File: config.mk
export PLATFORM = sky130hd
export DESIGN_NAME = bcpg_top
export DESIGN_NICKNAME = d
export VERILOG_FILES = /design/src/inc/bcpg_pkg.sv /design/src/design/bcpg_sync.sv /design/src/design/bcpg_top.sv
export SDC_FILE = /design/constraint.sdc
export NUM_CORES = 1
export LEC_CHECK = 0
export BUFFER_PORTS_ARGS = -buffer_cell sky130_fd_sc_hd__buf_2
export CAP_MARGIN = 20
export CORE_ASPECT_RATIO = 0.75
export CORE_MARGIN = 2
export CORE_UTILIZATION = 30
export DETAILED_ROUTE_END_ITERATION = 8
export GPL_ROUTABILITY_DRIVEN = 0
export PLACE_DENSITY = 0.61
export SKIP_CTS_REPAIR_TIMING = 1
export SKIP_LAST_GASP = 1
export SLEW_MARGIN = 20
export SYNTH_ARGS = -nofsm -noshare
export SYNTH_HDL_FRONTEND = slang
export SYNTH_HIERARCHICAL = 1
export SYNTH_SLANG_ARGS = --single-unit
File: constraint.sdc
create_clock -name ref_clk -period 2.7 [get_ports ref_clk]
set_clock_uncertainty 0.15 [all_clocks]
set_input_delay 0.135 -clock ref_clk [delete_from_list [all_inputs] [get_ports ref_clk]]
set_output_delay 0.135 -clock ref_clk [all_outputs]
set_load 0.01 [all_outputs]
File: src/inc/bcpg_pkg.sv
package bcpg_pkg;

  // Speed demand and sawtooth word width.
  localparam int unsigned DEM_W = 8;

  // Ramp limits and shut-off threshold in demand units.
  localparam logic [7:0] RAMP_MIN_LEVEL = 8'h40;
  localparam logic [7:0] RAMP_MAX_LEVEL = 8'hC0;
  localparam logic [7:0] RAMP_TOP_LEVEL = RAMP_MAX_LEVEL - 8'h01;
  localparam logic [7:0] SHUTOFF_LEVEL  = 8'h20;
  localparam logic [7:0] RAMP_STEP      = 8'h01;

  // Hall patterns, ordered {u, v, w}.
  localparam logic [2:0] HALL_S1 = 3'h5;
  localparam logic [2:0] HALL_S2 = 3'h4;
  localparam logic [2:0] HALL_S3 = 3'h6;
  localparam logic [2:0] HALL_S4 = 3'h2;
  localparam logic [2:0] HALL_S5 = 3'h3;
  localparam logic [2:0] HALL_S6 = 3'h1;

  // Synchroniser width and bit positions.
  localparam int unsigned SYNC_W   = 6;
  localparam int unsigned SB_W     = 0;
  localparam int unsigned SB_V     = 1;
  localparam int unsigned SB_U     = 2;
  localparam int unsigned SB_OC    = 3;
  localparam int unsigned SB_UVDET = 4;
  localparam int unsigned SB_UVREC = 5;

  typedef struct packed {
    logic u_top;
    logic u_bot;
    logic v_top;
    logic v_bot;
    logic w_top;
    logic w_bot;
  } bcpg_arms_t;

  localparam bcpg_arms_t ARMS_OFF = '0;

endpackage

File: src/design/bcpg_sync.sv
`timescale 1ns/10ps
`default_nettype none

module bcpg_sync #(
  parameter int unsigned W = 1
) (
  input  wire logic         ref_clk,
  input  wire logic         rst_n,
  input  wire logic [W-1:0] din,
  output var  logic [W-1:0] dout
);

  logic [W-1:0] meta_r;
  logic [W-1:0] meta_nxt;
  logic [W-1:0] sync_r;
  logic [W-1:0] sync_nxt;

  // Each bit passes two flip-flops; only the second stage is read.
  for (genvar i = 0; i < W; i++) begin : g_bit
    always_comb begin
      meta_nxt[i] = din[i];
      sync_nxt[i] = meta_r[i];
    end

    always_ff @(posedge ref_clk or negedge rst_n) begin
      if (!rst_n) begin
        meta_r[i] <= 1'b0;
        sync_r[i] <= 1'b0;
      end else begin
        meta_r[i] <= meta_nxt[i];
        sync_r[i] <= sync_nxt[i];
      end
    end
  end

  assign dout = sync_r;

endmodule // bcpg_sync

`default_nettype wire

File: src/design/bcpg_top.sv
`timescale 1ns/10ps
`default_nettype none

module bcpg_top (
  input  wire logic                      ref_clk,
  input  wire logic                      rst_n,
  input  wire logic                      hall_u_in,
  input  wire logic                      hall_v_in,
  input  wire logic                      hall_w_in,
  input  wire logic [bcpg_pkg::DEM_W-1:0] speed_demand,
  input  wire logic                      current_sense,
  input  wire logic                      undervolt_detect_level,
  input  wire logic                      undervolt_recover_level,
  output var  bcpg_pkg::bcpg_arms_t      arms_out,
  output var  logic                      tacho_out,
  output var  logic [bcpg_pkg::DEM_W-1:0] sawtooth_node,
  output var  logic                      osc_period_out
);

  logic [bcpg_pkg::SYNC_W-1:0] raw_in;
  logic [bcpg_pkg::SYNC_W-1:0] sync_out;
  logic [2:0]                  hall_s;
  logic                        oc_s;
  logic                        uvdet_s;
  logic                        uvrec_s;

  logic [bcpg_pkg::DEM_W-1:0]  saw_r;
  logic [bcpg_pkg::DEM_W-1:0]  saw_nxt;
  logic                        wrap;
  logic                        wrap_r;
  logic                        wrap_nxt;
  logic                        pwm;
  logic                        oc_r;
  logic                        oc_nxt;
  logic                        uv_r;
  logic                        uv_nxt;
  logic                        run_top;
  logic                        run_bot;
  bcpg_pkg::bcpg_arms_t        comm;
  bcpg_pkg::bcpg_arms_t        arms_r;
  bcpg_pkg::bcpg_arms_t        arms_nxt;
  logic                        tacho_r;
  logic                        tacho_nxt;

  always_comb begin
    raw_in                        = '0;
    raw_in[bcpg_pkg::SB_U]        = hall_u_in;
    raw_in[bcpg_pkg::SB_V]        = hall_v_in;
    raw_in[bcpg_pkg::SB_W]        = hall_w_in;
    raw_in[bcpg_pkg::SB_OC]       = current_sense;
    raw_in[bcpg_pkg::SB_UVDET]    = undervolt_detect_level;
    raw_in[bcpg_pkg::SB_UVREC]    = undervolt_recover_level;
  end

  bcpg_sync #(
    .W (bcpg_pkg::SYNC_W)
  ) u_sync (
    .ref_clk (ref_clk),
    .rst_n   (rst_n),
    .din     (raw_in),
    .dout    (sync_out)
  );

  assign hall_s  = {sync_out[bcpg_pkg::SB_U], sync_out[bcpg_pkg::SB_V],
                    sync_out[bcpg_pkg::SB_W]};
  assign oc_s    = sync_out[bcpg_pkg::SB_OC];
  assign uvdet_s = sync_out[bcpg_pkg::SB_UVDET];
  assign uvrec_s = sync_out[bcpg_pkg::SB_UVREC];

  // Sawtooth oscillator; one wrap marks one oscillator period.
  always_comb begin
    wrap    = (saw_r == bcpg_pkg::RAMP_TOP_LEVEL);
    saw_nxt = wrap ? bcpg_pkg::RAMP_MIN_LEVEL
                   : saw_r + bcpg_pkg::RAMP_STEP;
    wrap_nxt = wrap;
  end

  always_ff @(posedge ref_clk or negedge rst_n) begin
    if (!rst_n) begin
      saw_r  <= bcpg_pkg::RAMP_MIN_LEVEL;
      wrap_r <= 1'b0;
    end else begin
      saw_r  <= saw_nxt;
      wrap_r <= wrap_nxt;
    end
  end

  // Ramp spans minimum to maximum-1, so duty is 0% at or below minimum.
  assign pwm = (speed_demand > saw_r);

  // Protection latches; a new event wins over its clear.
  always_comb begin
    oc_nxt = oc_r;
    if (oc_s) begin
      oc_nxt = 1'b1;
    end else if (wrap) begin
      oc_nxt = 1'b0;
    end
    uv_nxt = uv_r;
    if (uvdet_s) begin
      uv_nxt = 1'b1;
    end else if (uvrec_s) begin
      uv_nxt = 1'b0;
    end
  end

  always_ff @(posedge ref_clk or negedge rst_n) begin
    if (!rst_n) begin
      oc_r <= 1'b0;
      uv_r <= 1'b0;
    end else begin
      oc_r <= oc_nxt;
      uv_r <= uv_nxt;
    end
  end

  // Commutation decode and output gating.
  always_comb begin
    comm = bcpg_pkg::ARMS_OFF;
    case (hall_s)
      bcpg_pkg::HALL_S1: begin
        comm.u_bot = 1'b1;
        comm.v_top = 1'b1;
      end
      bcpg_pkg::HALL_S2: begin
        comm.u_bot = 1'b1;
        comm.w_top = 1'b1;
      end
      bcpg_pkg::HALL_S3: begin
        comm.v_bot = 1'b1;
        comm.w_top = 1'b1;
      end
      bcpg_pkg::HALL_S4: begin
        comm.u_top = 1'b1;
        comm.v_bot = 1'b1;
      end
      bcpg_pkg::HALL_S5: begin
        comm.u_top = 1'b1;
        comm.w_bot = 1'b1;
      end
      bcpg_pkg::HALL_S6: begin
        comm.v_top = 1'b1;
        comm.w_bot = 1'b1;
      end
      default: begin
        comm = bcpg_pkg::ARMS_OFF;
      end
    endcase
    run_top = !uv_r && (speed_demand >= bcpg_pkg::SHUTOFF_LEVEL);
    run_bot = run_top && !oc_r && pwm
              && (speed_demand >= bcpg_pkg::RAMP_MIN_LEVEL);
    arms_nxt       = bcpg_pkg::ARMS_OFF;
    arms_nxt.u_top = comm.u_top && run_top;
    arms_nxt.v_top = comm.v_top && run_top;
    arms_nxt.w_top = comm.w_top && run_top;
    arms_nxt.u_bot = comm.u_bot && run_bot;
    arms_nxt.v_bot = comm.v_bot && run_bot;
    arms_nxt.w_bot = comm.w_bot && run_bot;
    tacho_nxt = (hall_s[2] && hall_s[1]) || (hall_s[1] && hall_s[0])
                || (hall_s[2] && hall_s[0]);
  end

  always_ff @(posedge ref_clk or negedge rst_n) begin
    if (!rst_n) begin
      arms_r  <= bcpg_pkg::ARMS_OFF;
      tacho_r <= 1'b0;
    end else begin
      arms_r  <= arms_nxt;
      tacho_r <= tacho_nxt;
    end
  end

  assign arms_out       = arms_r;
  assign tacho_out      = tacho_r;
  assign sawtooth_node  = saw_r;
  assign osc_period_out = wrap_r;
endmodule // bcpg_top

`default_nettype wire

# Yosys cells after proc, flatten, opt, wreduce, memory -nomap -nowiden
# Cells that the tools add are included.
# op_classes
add_sub_neg	1
order_cmp	3
n_eq_ne	7
mux	11
n_reduce_logical	25
# op_table
cell	n
1-bit logical AND	13
2-bit OR reduction	6
1-bit two-way mux	10
3-bit == test (second input constant)	3
8-bit by 1-bit adder with 8-bit output (second input constant)	1
8-bit == test (second input constant)	1
8-bit by 6-bit >= comparator with 1-bit output (second input constant)	1
8-bit by 7-bit >= comparator with 1-bit output (second input constant)	1
8-bit > comparator	1
8-bit two-way mux	1
3-bit by 2-bit == test with 1-bit output (second input constant)	2
2-bit nonzero test	2
3-bit by 1-bit == test with 1-bit output (second input constant)	1
1-bit logical NOT	2
1-bit logical OR	2
# word_totals
ff_bits	30
inputBits	16
output_inout_bits	16
wordCells	70

# Depth between registers and ports, before layout
# logic_depth
word_depth	6
ltp_mapped	6
mapped_depth_nobuf	6

# Hierarchy
# The synthesis kept the hierarchy.
# by_module_without_submodules
module	n_inst	cells_each	area_each_um2	seq_area_each_um2
bcpg_top	1	84	895.9	451.7
bcpg_sync	1	12	300.3	300.3

# Worst setup path before layout
# OpenSTA, ideal clock, no wires.
# synth_path
path_kind	reg-to-reg
start	register saw_r, in the netlist sawtooth_node[2]
end	register arms_r, in the netlist arms_out[0]
setup_time_ps	77
t_arrival_ps	1751
required_time_ps	2473
path_slack_ps	721
path_stages_with_launch	7
path_buffers	0
synth_period_minus_slack_ps	1979
path_cell_list	dfrtp_1 > inv_1 > ha_1 > nand4_1 > or4b_1 > a211o_1 > a21oi_1
# synth_rtl
item	line	rtl
start: declaration	bcpg_top.sv:27	logic [bcpg_pkg::DEM_W-1:0] saw_r;
start signal: assignment	bcpg_top.sv:80	saw_r <= bcpg_pkg::RAMP_MIN_LEVEL;
start signal: assignment	bcpg_top.sv:83	saw_r <= saw_nxt;
end signal: assignment	bcpg_top.sv:165	arms_r <= bcpg_pkg::ARMS_OFF;
end signal: assignment	bcpg_top.sv:168	arms_r <= arms_nxt;
end: declaration	bcpg_top.sv:40	bcpg_pkg::bcpg_arms_t arms_r;

==> metrics <==
all-layer global routing usage=between 10% and 20%; Worst EP arrival=between 2 and 2.5 ns; share of the clock period used by the worst path=between 70% and 80%; mean instance size in the synthesized netlist=roughly 12 um^2; vias in the first global route=~900; highest-count cells in the layout ignoring fill and taps=sky130_fd_sc_hd__buf_2 (31), sky130_fd_sc_hd__dfrtp_1 (29), sky130_fd_sc_hd__inv_1 (11); Congestion Overflow GR=0; unrepaired setup endpoints after global routing=false; post-synthesis sequential element count=30; fraction of the yosys area taken by sequential cells=about 63%; number of warnings reported in the yosys synthesis log=6; Peak supply drop=0.374 mV; drc violations=0; Post-Synthesis Net Count=around 120; maximum number of pins on one net before global-route repair=31; Crit Reg-Reg Startpoint=sawtooth_node[2]; accumulated negative setup slack=0 ns; placed wire-length estimate=roughly 1800 um; crit path launch type=flop; length in cells of the worst reg-to-reg path=6; drt wl/cell=around 12 um; post-route ant nets=0; total iterations of the first detailed-routing run=4; CP Class=reg2reg; launch point of the worst hold path=speed_demand[5]; CP required=2.75 ns; area of the die=between 4000 and 5000 um^2; number of failing hold endpoints at the final stage=0; share of post-route cells with drive strength above 1=28.7%; I/O pins=32; latest clock arrival within the worst-skew pair=around 0.28 ns; Final nets=between 150 and 200; synthesized cell area=about 1200 um^2; leakage=approximately 0.78 nW; Power Total=between 0.9 and 1 mW; TritonCTS Buffers=5; utilization of the core after routing=a little over two fifths; Syn-to-layout area delta=34.6%; via-per-instance ratio=around 4.4; effective utilization at floorplan=32.0%; iteration-0 DRC count of the detailed router=between 50 and 60; number of buffers inserted by port buffering=31; critical path endpoint category=flop; Clock Path Buffers=2; worst slew pin tran=0.638 ns; first-pass GRT wire length=4150 um; worst hold path cell count=3; area of the placeable core=3730 um^2; fin. max-slew vios=0; Root Buffer=sky130_fd_sc_hd__clkbuf_8; unique cell type count in the Yosys netlist=24; clock tree from TritonCTS=built; initial antenna violation count=0; setup slack of the worst register-to-register path=between 0.6 and 0.7 ns; total wirelength of the detailed-routed design=about 2400 um; result of the run=finished, final reports clean; upper clock frequency limit=~480 MHz; Clock Sink Count=30; Antenna Diode Count=0; Worst-path clk slew=0.06 ns; cell count after synthesis=96; number of standard-cell rows in the floorplan=19; clock period minus worst slack=approximately 2.1 ns; total number of vias=863; final setup fails=0; normalized max-slew margin=around 57%; height of the die=about 59 um; most common cell after layout, fill and taps aside=sky130_fd_sc_hd__buf_2; ratio of total power to cell area=612 nW/um^2; critical path fanouts, max=7; Die X=~77 um; launching instance or port of the critical path=sawtooth_node[2]; H-tree lvl count=2; reported max-cap violation count=0; Hold Path Class=in2reg
==> critical path, cell delays in order, from the launching register on <==
cell and delay (ns):
sky130_fd_sc_hd__dfrtp_1 0.45, sky130_fd_sc_hd__inv_1 0.07, sky130_fd_sc_hd__ha_1 0.29, sky130_fd_sc_hd__nand4_1 0.13
sky130_fd_sc_hd__or4b_1 0.46, sky130_fd_sc_hd__a211o_1 0.32, sky130_fd_sc_hd__a21oi_1 0.16
==> flip-flops by register name, summed over array words and instances, names as in the netlist <==
| signal | count |
|---|---|
| arms_out | 6 |
| oc_r | 1 |
| tacho_out | 1 |
| u_sync/dout | 6 |
| u_sync/meta_r | 6 |
| osc_period_out | 1 |
| uv_r | 1 |
| sawtooth_node | 8 |
==> power by group <==
part	total, mW	leakage (nW)	internal [mW]	switching, mW
Clock	0.463	0.0585	0.300	0.162
Combinational	0.0527	0.356	0.0267	0.0260
Sequential	0.470	0.362	0.462	0.00710
Total	0.985	0.776	0.790	0.196
==> metal layers <==
layer  vias up  global-route usage (%)  wire, um
met3         4                    5.06       187
met1       406                    15.6      1110
met4         0                    6.23        38
met5         -                       0         0
li1        423                       -         -
met2        30                    19.2      1090
==> cell families (layout without fill, tap and decap cells) <==
family                   Yosys count  in the layout  share of synthesized area [%]
flip-flops                        30             30                           62.9
AND/OR/NAND/NOR                   24             24                           11.5
AO/OA/AOI/OAI                     16             16                           8.26
buffers and inverters             11             58                           3.45
adder cells (fa/ha/maj)           10             10                           10.3
XOR/XNOR                           5              5                           3.66
==> per-stage QoR <==
stage                     hold slack (ns)  instance area (um^2)  instances  setup slack (ns)
after global routing                0.206                  1610        195             0.514
after CTS                          -0.257                  1540        188             0.596
after floorplan                    -0.311                  1200         96             0.721
after global placement             0.0378                  1420        180             0.717
after detailed placement           0.0511                  1420        180             0.624
final                               0.177                  1610        195             0.603
==> path summary, 6_finish.rpt <==
path,end
max,arms_out[0]
min,arms_out[3]
max reg2reg,arms_out[0]
min reg2reg,u_sync/dout[3]
max in group asynchronous,arms_out[0]
min in group asynchronous,sawtooth_node[3]
==> final cells by class <==
cell class	instances	area, um^2
Clock buffer	7	86.3
Clock inverter	1	30.0
Fill cell	356	2120
Inverter	11	41.3
Multi-Input combinational cell	55	403
Sequential cell	30	752
Tap cell	52	65.1
Timing Repair Buffer	39	233
==> synthesized netlist by cell type (all sizes together) <==
library cell	number	area share, %
or4b	1	0.84
xor2	1	0.73
o21bai	1	0.63
nand3	3	1.3
nand4	2	1.0
a21o	1	0.73
nand2b	3	1.6
dfrtp	29	61
xnor2	4	2.9
dfstp	1	2.2
a211o	1	0.73
a41oi	1	0.73
nor3	4	1.7
maj3	1	0.84
nor4	1	0.52
nand2	1	0.31
o211ai	2	1.3
nor2	5	1.6
nor4b	3	2.2
inv	11	3.5
nor2b	1	0.52
ha	9	9.4
o21ai	3	1.3
a21oi	7	2.9
Note: power is estimated with default switching activity, not from simulation.
